`src/fwptr_regs.svh`:
```
// Constants for the write-port qualifier and test-reset gate.
`ifndef FWPTR_REGS_SVH
`define FWPTR_REGS_SVH
`define FWPTR_DATA_W      36
`define FWPTR_TLR_HOLD    3'h5
`define FWPTR_PIN_IDLE    9'h01B
`define FWPTR_WR_TIMING_SYNC  1'h0
`define FWPTR_WR_TIMING_ASYNC 1'h1
`endif

```
`src/fwptr_pkg.sv`:
```
// Types shared by the write-port qualifier and test-reset gate.
package fwptr_pkg;
	typedef logic [35:0] fwptr_word_t;
	typedef enum logic [3:0] {
		FWPTR_TLR  = 4'h0,
		FWPTR_RTI  = 4'h1,
		FWPTR_SDRS = 4'h2,
		FWPTR_CDR  = 4'h3,
		FWPTR_SDR  = 4'h4,
		FWPTR_E1DR = 4'h5,
		FWPTR_PDR  = 4'h6,
		FWPTR_E2DR = 4'h7,
		FWPTR_UDR  = 4'h8,
		FWPTR_SIRS = 4'h9,
		FWPTR_CIR  = 4'hA,
		FWPTR_SIR  = 4'hB,
		FWPTR_E1IR = 4'hC,
		FWPTR_PIR  = 4'hD,
		FWPTR_E2IR = 4'hE,
		FWPTR_UIR  = 4'hF
	} fwptr_tap_t;
endpackage

```
`src/fwptr_top.sv`:
```
// Write-port qualification and test-port reset gating of the data outputs.
// Functional notes
// - Enabled write-clock rising edge stores word
// - Chip select is a second write enable
// - Asynchronous mode stores on each selected strobe rise
// - Test reset clears controller asynchronously
// - No power-up reset; reset or five highs
// - Data outputs float until controller reset
// - Mode select steers controller, floats high
// - Sample test rise, output drive starts on fall
`timescale 1ns/1ns
`include "fwptr_regs.svh"
module fwptr_top
	import fwptr_pkg::*;
(
	input  wire logic               mclk,                          // System clock, 25 MHz.
	input  wire logic               rst_n,                         // Synchronous reset, active low.
	input  wire logic               master_reset_n,                // FIFO master reset pin, active low.
	input  wire logic               write_timing_async,            // Write timing select, 1 = strobe.
	input  wire logic               write_port_io_standard_select, // Input standard strap.
	input  wire logic               write_clk,                     // Write clock or strobe pin.
	input  wire logic               write_en_n,                    // Write enable pin, active low.
	input  wire logic               write_select_n,                // Write chip select pin, active low.
	input  wire fwptr_pkg::fwptr_word_t write_data,                // Write data pins.
	input  wire logic               tck,                           // Test clock pin.
	input  wire logic               tms,                           // Test mode select pin.
	input  wire logic               tms_driven,                    // Low when the mode-select pin floats.
	input  wire logic               trst_n,                        // Test reset pin, active low.
	input  wire logic               data_oe,                       // Read side requests output drive.
	output logic                    wr_store,                      // One-cycle pulse: word stored.
	output fwptr_pkg::fwptr_word_t  wr_word,                       // Stored word, valid with wr_store.
	output logic                    io_standard_q,                 // Strap value caught at master reset.
	output logic                    tap_ready,                     // Controller has been reset once.
	output logic                    data_out_en                    // Output enable for data pins.
);
	import fwptr_pkg::*;

	// Every control pin crosses into mclk through three flops, and a new level is only
	// accepted once stages two and three agree. A glitch shorter than one mclk
	// period therefore never reaches the write or test logic; the price is a
	// latency of about four mclk cycles from pin to action.
	// Pin vector order: 8 master reset, 7 timing select, 6 standard strap,
	// 5 write clock, 4 write enable, 3 chip select, 2 test clock,
	// 1 mode select, 0 test reset.
	localparam int               PIN_N    = 9;
	localparam logic [PIN_N-1:0] PIN_IDLE = `FWPTR_PIN_IDLE;
	wire  [PIN_N-1:0]            pin_raw;
	wire  [PIN_N-1:0]            pin_d;
	wire  [PIN_N-1:0]            pin_f;
	// A floating mode-select pin reads high, as its pull-up would make it.
	assign pin_raw = {master_reset_n, write_timing_async, write_port_io_standard_select,
		write_clk, write_en_n, write_select_n, tck, tms | ~tms_driven, trst_n};

	// Each stage resets to its pin's idle level. Any other reset value would
	// show a false edge after rst_n; on the test reset pin that false edge
	// would look like a controller reset that never happened.
	for (genvar gi = 0; gi < PIN_N; gi++) begin : g_pin
		logic [2:0] stage_q;
		logic       filt_q;
		always_ff @(posedge mclk) begin
			if (!rst_n) begin
				stage_q <= {3{PIN_IDLE[gi]}};
				filt_q  <= PIN_IDLE[gi];
			end else begin
				stage_q <= {stage_q[1:0], pin_raw[gi]};
				filt_q  <= pin_d[gi];
			end
		end
		assign pin_d[gi] = (stage_q[1] == stage_q[2]) ? stage_q[2] : filt_q;
		assign pin_f[gi] = filt_q;
	end

	// Named views of the filtered pins for the logic below.
	wire mrst_d   = pin_d[8];
	wire timing_d = pin_d[7];
	wire strap_d  = pin_d[6];
	wire wclk_d   = pin_d[5];
	wire wen_d    = pin_d[4];
	wire wcs_d    = pin_d[3];
	wire tck_d    = pin_d[2];
	wire tms_d    = pin_d[1];
	wire trst_d   = pin_d[0];
	wire wclk_f   = pin_f[5];
	wire tck_f    = pin_f[2];

	// The data bus takes the same three stages, so the word leaves stage three
	// in the same cycle as the filtered write edge that stores it.
	fwptr_word_t wd_s1, wd_s2, wd_s3;
	always_ff @(posedge mclk) begin
		if (!rst_n) begin
			wd_s1 <= 36'h0;
			wd_s2 <= 36'h0;
			wd_s3 <= 36'h0;
		end else begin
			wd_s1 <= write_data;
			wd_s2 <= wd_s1;
			wd_s3 <= wd_s2;
		end
	end

	// Write qualification. In strobe mode the enable is ignored, since the writer
	// must tie it low there; a write is then gated by the chip select alone.
	// Both controls are taken from the filtered pins, so they are judged at the
	// same moment as the filtered write edge.
	wire wclk_rise = wclk_d & ~wclk_f;
	wire sel_ok    = ~wcs_d;
	wire en_ok     = timing_d ? 1'b1 : ~wen_d;
	wire do_store  = wclk_rise & sel_ok & en_ok;

	// One pulse per stored word; the strobe high time keeps pulses apart.
	always_ff @(posedge mclk) begin
		if (!rst_n) begin
			wr_store <= 1'b0;
		end else begin
			wr_store <= do_store;
		end
	end

	// The stored word is held until the next store so a slow reader can take it.
	always_ff @(posedge mclk) begin
		if (!rst_n) begin
			wr_word <= 36'h0;
		end else if (do_store) begin
			wr_word <= wd_s3;
		end
	end

	// The strap is caught while master reset is low and frozen afterwards, so a
	// strap that moves in operation cannot switch the input standard under traffic.
	always_ff @(posedge mclk) begin
		if (!rst_n) begin
			io_standard_q <= 1'b0;
		end else if (!mrst_d) begin
			io_standard_q <= strap_d;
		end
	end

	// Test controller: the state moves on a filtered test-clock rise. The test
	// reset also passes the filter, so it acts within about four mclk cycles
	// of the pin without waiting for any test-clock edge.
	wire tck_rise = tck_d & ~tck_f;
	wire tck_fall = ~tck_d & tck_f;
	fwptr_tap_t tap_q, tap_d;
	always_comb begin
		case (tap_q)
			FWPTR_TLR:  tap_d = tms_d ? FWPTR_TLR  : FWPTR_RTI;
			FWPTR_RTI:  tap_d = tms_d ? FWPTR_SDRS : FWPTR_RTI;
			FWPTR_SDRS: tap_d = tms_d ? FWPTR_SIRS : FWPTR_CDR;
			FWPTR_CDR:  tap_d = tms_d ? FWPTR_E1DR : FWPTR_SDR;
			FWPTR_SDR:  tap_d = tms_d ? FWPTR_E1DR : FWPTR_SDR;
			FWPTR_E1DR: tap_d = tms_d ? FWPTR_UDR  : FWPTR_PDR;
			FWPTR_PDR:  tap_d = tms_d ? FWPTR_E2DR : FWPTR_PDR;
			FWPTR_E2DR: tap_d = tms_d ? FWPTR_UDR  : FWPTR_SDR;
			FWPTR_UDR:  tap_d = tms_d ? FWPTR_SDRS : FWPTR_RTI;
			FWPTR_SIRS: tap_d = tms_d ? FWPTR_TLR  : FWPTR_CIR;
			FWPTR_CIR:  tap_d = tms_d ? FWPTR_E1IR : FWPTR_SIR;
			FWPTR_SIR:  tap_d = tms_d ? FWPTR_E1IR : FWPTR_SIR;
			FWPTR_E1IR: tap_d = tms_d ? FWPTR_UIR  : FWPTR_PIR;
			FWPTR_PIR:  tap_d = tms_d ? FWPTR_E2IR : FWPTR_PIR;
			FWPTR_E2IR: tap_d = tms_d ? FWPTR_UIR  : FWPTR_SIR;
			FWPTR_UIR:  tap_d = tms_d ? FWPTR_SDRS : FWPTR_RTI;
			default:    tap_d = FWPTR_TLR;
		endcase
	end

	// Without a power-up reset the controller starts in an unknown state. The
	// model stands in for that with an idle state and tap_ready low, so nothing
	// downstream may trust the state until a real reset has been seen.
	// Five rising test clocks with mode select high are counted, because from
	// any state that many highs are certain to reach the logic-reset state.
	logic [2:0] tms_hi_q;
	wire        trst_act    = ~trst_d;
	wire        tms_hi_full = (tms_hi_q == `FWPTR_TLR_HOLD);
	wire [2:0]  tms_hi_inc  = tms_hi_full ? tms_hi_q : tms_hi_q + 3'h1;
	wire [2:0]  tms_hi_nxt  = tms_d ? tms_hi_inc : 3'h0;
	wire        hi_done     = tck_rise & tms_d & (tms_hi_q == (`FWPTR_TLR_HOLD - 3'h1));

	// The state moves only on a filtered test-clock rise; the test reset overrides it.
	always_ff @(posedge mclk) begin
		if (!rst_n) begin
			tap_q <= FWPTR_RTI;
		end else if (trst_act) begin
			tap_q <= FWPTR_TLR;
		end else if (tck_rise) begin
			tap_q <= tap_d;
		end
	end

	// The count saturates at five so a long run of highs cannot wrap it back.
	always_ff @(posedge mclk) begin
		if (!rst_n || trst_act) begin
			tms_hi_q <= 3'h0;
		end else if (tck_rise) begin
			tms_hi_q <= tms_hi_nxt;
		end
	end

	// The ready flag is sticky: once a reset has been seen, only rst_n clears it.
	always_ff @(posedge mclk) begin
		if (!rst_n) begin
			tap_ready <= 1'b0;
		end else if (trst_act || hi_done) begin
			tap_ready <= 1'b1;
		end
	end

	// The output enable may only rise on a test-clock fall once the controller
	// has been reset. Dropping data_oe takes effect on the next mclk edge, so the
	// pins are never left driving after the read side lets go.
	// Until the first reset the pins float, whatever the read side asks for.
	wire oe_block  = ~tap_ready;
	wire oe_update = tck_fall | ~data_oe;
	always_ff @(posedge mclk) begin
		if (!rst_n || oe_block) begin
			data_out_en <= 1'b0;
		end else if (oe_update) begin
			data_out_en <= data_oe;
		end
	end
endmodule

```
`config.mk`:
```
export PLATFORM = sky130hd
export DESIGN_NAME = fwptr_top
export DESIGN_NICKNAME = d
export VERILOG_FILES = /design/src/fwptr_pkg.sv /design/src/fwptr_top.sv
export VERILOG_INCLUDE_DIRS = /design/src
export SDC_FILE = /design/constraint.sdc
export NUM_CORES = 1
export LEC_CHECK = 0
export ABC_AREA = 1
export BUFFER_PORTS_ARGS = -buffer_cell sky130_fd_sc_hd__buf_4
export CAP_MARGIN = 20
export CORE_MARGIN = 2
export CORE_UTILIZATION = 30
export CTS_CLUSTER_DIAMETER = 200
export CTS_CLUSTER_SIZE = 20
export DETAILED_ROUTE_END_ITERATION = 10
export PLACE_DENSITY = 0.6
export SETUP_SLACK_MARGIN = 0.1
export SLEW_MARGIN = 10
export SYNTH_ARGS = -nofsm -noshare
export SYNTH_HDL_FRONTEND = slang
export SYNTH_SLANG_ARGS = --single-unit
```
`constraint.sdc`:
```
create_clock -name mclk -period 1.3 [get_ports mclk]
set_clock_uncertainty 0.05 [all_clocks]
set_input_delay 0.065 -clock mclk [delete_from_list [all_inputs] [get_ports mclk]]
set_output_delay 0.065 -clock mclk [all_outputs]
set_load 0.05 [all_outputs]
```
; ---- Word-level counts from Yosys, hierarchy flattened
; Cells that the tools add are included.
[classes]
n_addsub = 1
eq_ne = 12
mux = 12
n_bitwise = 18
n_reduce_logical = 5
[op_table]
columns = operator, count
row1 = $mux W1, 10
row2 = $eq A1 B1 Y1, 9
row3 = $not A1 Y1, 9
row4 = $and A1 B1 Y1, 7
row5 = $eq A3 B3 Y1 const B, 2
row6 = $mux W3, 2
row7 = $add A3 B1 Y3 const B, 1
row8 = $logic_or A1 B1 Y1, 3
row9 = $ne A2 B2 Y1 const B, 1
row10 = $or A1 B1 Y1, 2
row11 = $reduce_and A2 Y1, 1
row12 = $logic_not A1 Y1, 1
[word_totals]
register_bits = 187
in_bits = 49
output_inout_bits = 40
word_cells = 75

; ---- Logic depth before layout (Yosys ltp)
[logic_depth]
ltp_word = 6
ltp_mapped = 8
mapped_depth_nobuf = 8

; ---- Least setup slack after synthesis
; OpenSTA, ideal clock, no wires.
[synth_path]
kind = reg2reg
start = reg g_pin[7].stage_q[1]
end = reg wr_word[10]
setup_time_ns = 0.117
arrival_ns = 1.086
required_time_ns = 1.133
setup_slack_ns = 0.047
path_stages_with_launch = 7
path_buffers = 1
synth_period_minus_slack_ns = 1.253
path_cell_list = dfxtp_1 or2_1 nand2_1 nand2_2 buf_2 a21oi_1 nor2_1
[synth_between]
elab_chain_len = 4
[synth_lines]
columns = element, line_no
row1 = "start, declared", fwptr_top.sv:58  ; logic [2:0] stage_q;
row2 = "start signal, assigned", fwptr_top.sv:62  ; stage_q <= {3{PIN_IDLE[gi]}};
row3 = "start signal, assigned", fwptr_top.sv:65  ; stage_q <= {stage_q[1:0], pin_raw[gi]};
row4 = $eq A1 B1 Y1, fwptr_top.sv:69  ; assign pin_d[gi] = (stage_q[1] == stage_q[2]) ? stage_q[2] : filt_q;
row5 = $mux W1, fwptr_top.sv:69
row6 = $mux W1, fwptr_top.sv:107  ; wire en_ok = timing_d ? 1'b1 : ~wen_d;
row7 = $and A1 B1 Y1, fwptr_top.sv:108  ; wire do_store = wclk_rise & sel_ok & en_ok;
row8 = "end signal, assigned", fwptr_top.sv:124  ; wr_word <= wd_s3;
row9 = "end, declared", fwptr_top.sv:31  ; output fwptr_pkg::fwptr_word_t wr_word,
; Every way passes these cells.
; A chain may end at the register's enable or synchronous reset.

; ---- Final worst setup path
[layout_path]
start = reg g_pin[7].stage_q[1]
end = reg wr_word[11]
; Same word-level chain as after synthesis.

==> results.md <==
- The sequential cells in the finished layout cover a total of 3750 µm².
- The antenna diode instance count is 0.
- The H-tree was split into 4 levels.
- The number of detailed-routing iterations run before antenna repair is 4.
- The width of the die is about 150 µm.
- The average instance area after synthesis is 8.21 µm².
- The cell area after synthesis is 6100 µm².
- The total number of nets in the final design is 938.
- Leaving out fill and tap cells, the most frequent cell in the layout is dfxtp_1.
- The clock network accounts for between 40% and 50% of the total power.
- Summed over all layers, the routed wires come to 11700 µm.
- The part of the total power dissipated in sequential elements is 51.7%.
- The number of different library cells used by synthesis comes to 21.
- dfxtp_1 takes more of the synthesized area than any other cell.
- Pin placement for this block handled 89 I/O pins.
- The wire length of the first global-routing pass is 19200 µm.
- In this run the worst path has a maximum fanout of between 40 and 50.
- STA puts the critical path data arrival time at around 1.6 ns.
- The final reports fail on negative setup slack.
- The total power consumption of the routed design is 11.5 mW.
- The highest clock frequency the design can meet is 756 MHz.
- The insertion delay to the later sink of the worst-skew pair is roughly 0.42 ns.
- The detail route stage leaves a number of antenna-violating nets equal to 0.
- After detailed routing, the number of vias per cell comes to 3.86.
- The placed instance count is about 1100.
- The minimum setup slack in the final design is -0.0232 ns.
- The switching share of power is 21.3%.
- The time the worst path needs with I/O delays and setup is between 1 and 1.5 ns.
- The post-synthesis to final-layout area growth is 40.0%.
- Summed over all layers, the global routing overflow is 0.
- TritonCTS built the clock tree.
- Counting every sink on the clock net gives between 150 and 200.
- The fraction of post-synthesis cell area in the top cell type by area is 61.4%.
- The flow ran to the end, but the final reports show violations.
- Measured on the finished design, the core utilization comes to 42.5%.
- In this run the vertical extent of the chip is 147 µm.
- The critical path is of the reg -> reg type.
- The floorplan core area is 20100 µm².
- The power density normalized to cell area is approximately 1300 nW/µm².
- The cell-internal power is ~9.0 mW.
- The iteration-0 DRC count of the detailed router is 160.
- The signal on the critical path passes through or2_1, nand2_2, nand2_4, buf_12, a21oi_1, nor2_1.
- The worst setup path is captured at a flop.
- Headroom to the max-slew limit came out at 70.1%.
- The maximum number of pins on one net before global-route repair is 99.
- For this design the total switching power over the nets is 2.45 mW.
- Setup violations remaining at the end of the flow were counted as 19.
- The leakage power of the design is 4.45 nW.
- The via count of the first global-routing pass is 4186.
- When the netlist entered floorplanning its net count stood at 795.
- The final max-slew violation count is 0.
- The maximum vdd drop is 0.000881 V.
- Global routing used 11.2% of the available tracks across all layers.
- For the pin with the worst max-slew slack, the measured transition is between 0.4 and 0.5 ns.
- In the synthesized netlist, the number of instances is 743.
- STA classifies the critical path startpoint as a flop.
- The count of state elements after synthesis is 187.
- The part of the power in combinational logic is 4.6%.
- The final critical path takes up 102% of the cycle.
- No sink is reached through more buffers than the 2 on the longest clock path.
- For this block, the via count after detailed routing is 4512.
- Setup repair after global routing could not meet its margin everywhere.
- The count of endpoints failing hold in the final timing report is 0.
- The clock-pin transition on the worst setup and hold timing paths is 0.07 ns.
- The fraction of layout cells with a size suffix above 1 is between 20% and 30%.
- By area the synthesized netlist is led by dfxtp_1, nand2_1, inv_1.
- The count of fill cells added during filler insertion is 1988.
- The top cell types in the final layout, fill and taps aside, are dfxtp_1, nand2_1, inv_1.
- The kind of path behind the tightest hold check is in -> reg.
- The number of clock buffers added by TritonCTS is 17.
- Routability-driven placement finished with a final weighted congestion of 0.738.
- The initial cell density of the core is between 30% and 40%.
- The floorplan has 52 rows.
- Dividing the detail-routed wire length by the instance count gives ~10 µm.
- The clock tree root buffer cell is clkbuf_16.
- The number of warnings issued by yosys is 0.
- In the routed design, unresolved DRC markers number 0.
- For this design, the slowest cell found on the critical path is dfxtp_2.
- The die footprint is roughly 21000 µm².
- The detailed placement HPWL is 6720 µm.
- The area of the multi-input gates is around 1700 µm².
- After the flow finishes, the layout carries non-filler instances totaling 1169.
- The longest individual stage delay on the worst path is 0.33 ns.
- The critical path required time is ~1.6 ns.
- During placement, the flow inserted port buffers numbering 88.
- Max-cap violations in this run came to 0.
- The number of antenna violations at the first check in global routing is 0.
- Of the synthesized area, sequential elements account for 61.4%.
-- path summary, 6_finish.rpt --
path | startpoint | end | slack (ns) | cells past startpoint
hold reg to reg | wd_s1[29] | wd_s2[29] | 0.36 | 2
hold / removal | rst_n | wr_store | 0.05 | 3
setup reg to reg | g_pin[7].stage_q[1] | wr_word[11] | -0.02 | 6
setup / recovery | g_pin[7].stage_q[1] | wr_word[11] | -0.02 | 6
-- sequential cells by signal, indices dropped and copies added, names as in the netlist --
register / cells
wr_word: 36
wr_store: 1
wd_s3: 36
wd_s1: 36
tms_hi_q: 3
io_standard_q: 1
g_pin.filt_q: 9
wd_s2: 36
tap_ready: 1
data_out_en: 1
g_pin.stage_q: 27
-- metal layers --
| layer | track usage, % | vias up | share of wire, % |
|---|---|---|---|
| met4 | 5.73 | 0 | 2.4 |
| met3 | 3.09 | 21 | 3.6 |
| met1 | 12.7 | 1979 | 45 |
| met5 | 0 | - | 0 |
| li1 | - | 2451 | - |
| met2 | 19.2 | 61 | 49 |
-- area by class of cell --
class | instances | area share, %
sequential | 187 | 44.0
multi-input combinational | 347 | 19.8
timing repair buffer | 158 | 17.9
inverter | 175 | 7.69
clock buffer | 20 | 5.11
tap | 270 | 3.96
clock inverter | 12 | 1.64
-- power by group through the flow --
stage / combinational, mW / sequential [mW] / clock [mW]
5_1_grt: 0.608 / 5.96 / 5.44
2_1_floorplan: 0.244 / 6.06 / 0
3_3_place_gp: 0.415 / 6.07 / 0
4_1_cts: 0.531 / 5.94 / 5.23
3_5_place_dp: 0.418 / 6.07 / 0
6_report: 0.533 / 5.94 / 5.02
-- cells in the mapped netlist (all sizes together) --
cell	number
ha	3
clkbuf	7
dfxtp	187
nor2	48
buf	27
o21ai	2
nand2	185
a21oi	47
nor3	2
nand3	39
nand3b	1
nand4	4
o211ai	2
a21o	2
or2	12
inv	175
-- critical path, delay by kind of cell, from the launching register on --
| kind | cells | cell delay [ns] |
|---|---|---|
| DFF | 1 | 0.33 |
| and+or+nand+nor | 4 | 0.48 |
| AOI/OAI and AO/OA | 1 | 0.15 |
| buffers and inverters | 1 | 0.19 |
-- stage by stage --
stage / area [µm²] / hold slack (ns) / setup WS (ns) / TNS, ns
after global routing: 8540 / 0.0552 / -0.0920 / -2.38
after detailed placement: 7080 / 0.200 / -0.0273 / -0.112
after floorplan: 6120 / 0.0981 / 0.0966 / 0
final: 8540 / 0.0512 / -0.0232 / -0.195
after CTS: 8300 / 0.0341 / -0.00903 / -0.0206
after global placement: 7080 / 0.197 / 0.0103 / 0
-- cells by family (layout without fill, tap and decap cells) --
logic type,after synthesis,count (layout),share of synthesized area [%]
flip-flops,187,187,61.4
AND/OR/NAND/NOR,291,291,19.5
AO/OA/AOI/OAI,53,53,4.70
adder cells (fa/ha/maj),3,3,0.615
buffers and inverters,209,365,13.8
-- repair_timing --
action | in CTS | in global routing
cloned | 3 | 3
hold endpoints to repair | 46 | 0
hold buffers | 47 | 0
pin swaps | 4 | 23
resized for setup | 18 | 44
setup buffers | 3 | 2
endpoints found under the setup margin | 40 | 41
Power figures use the tool's default switching activity.
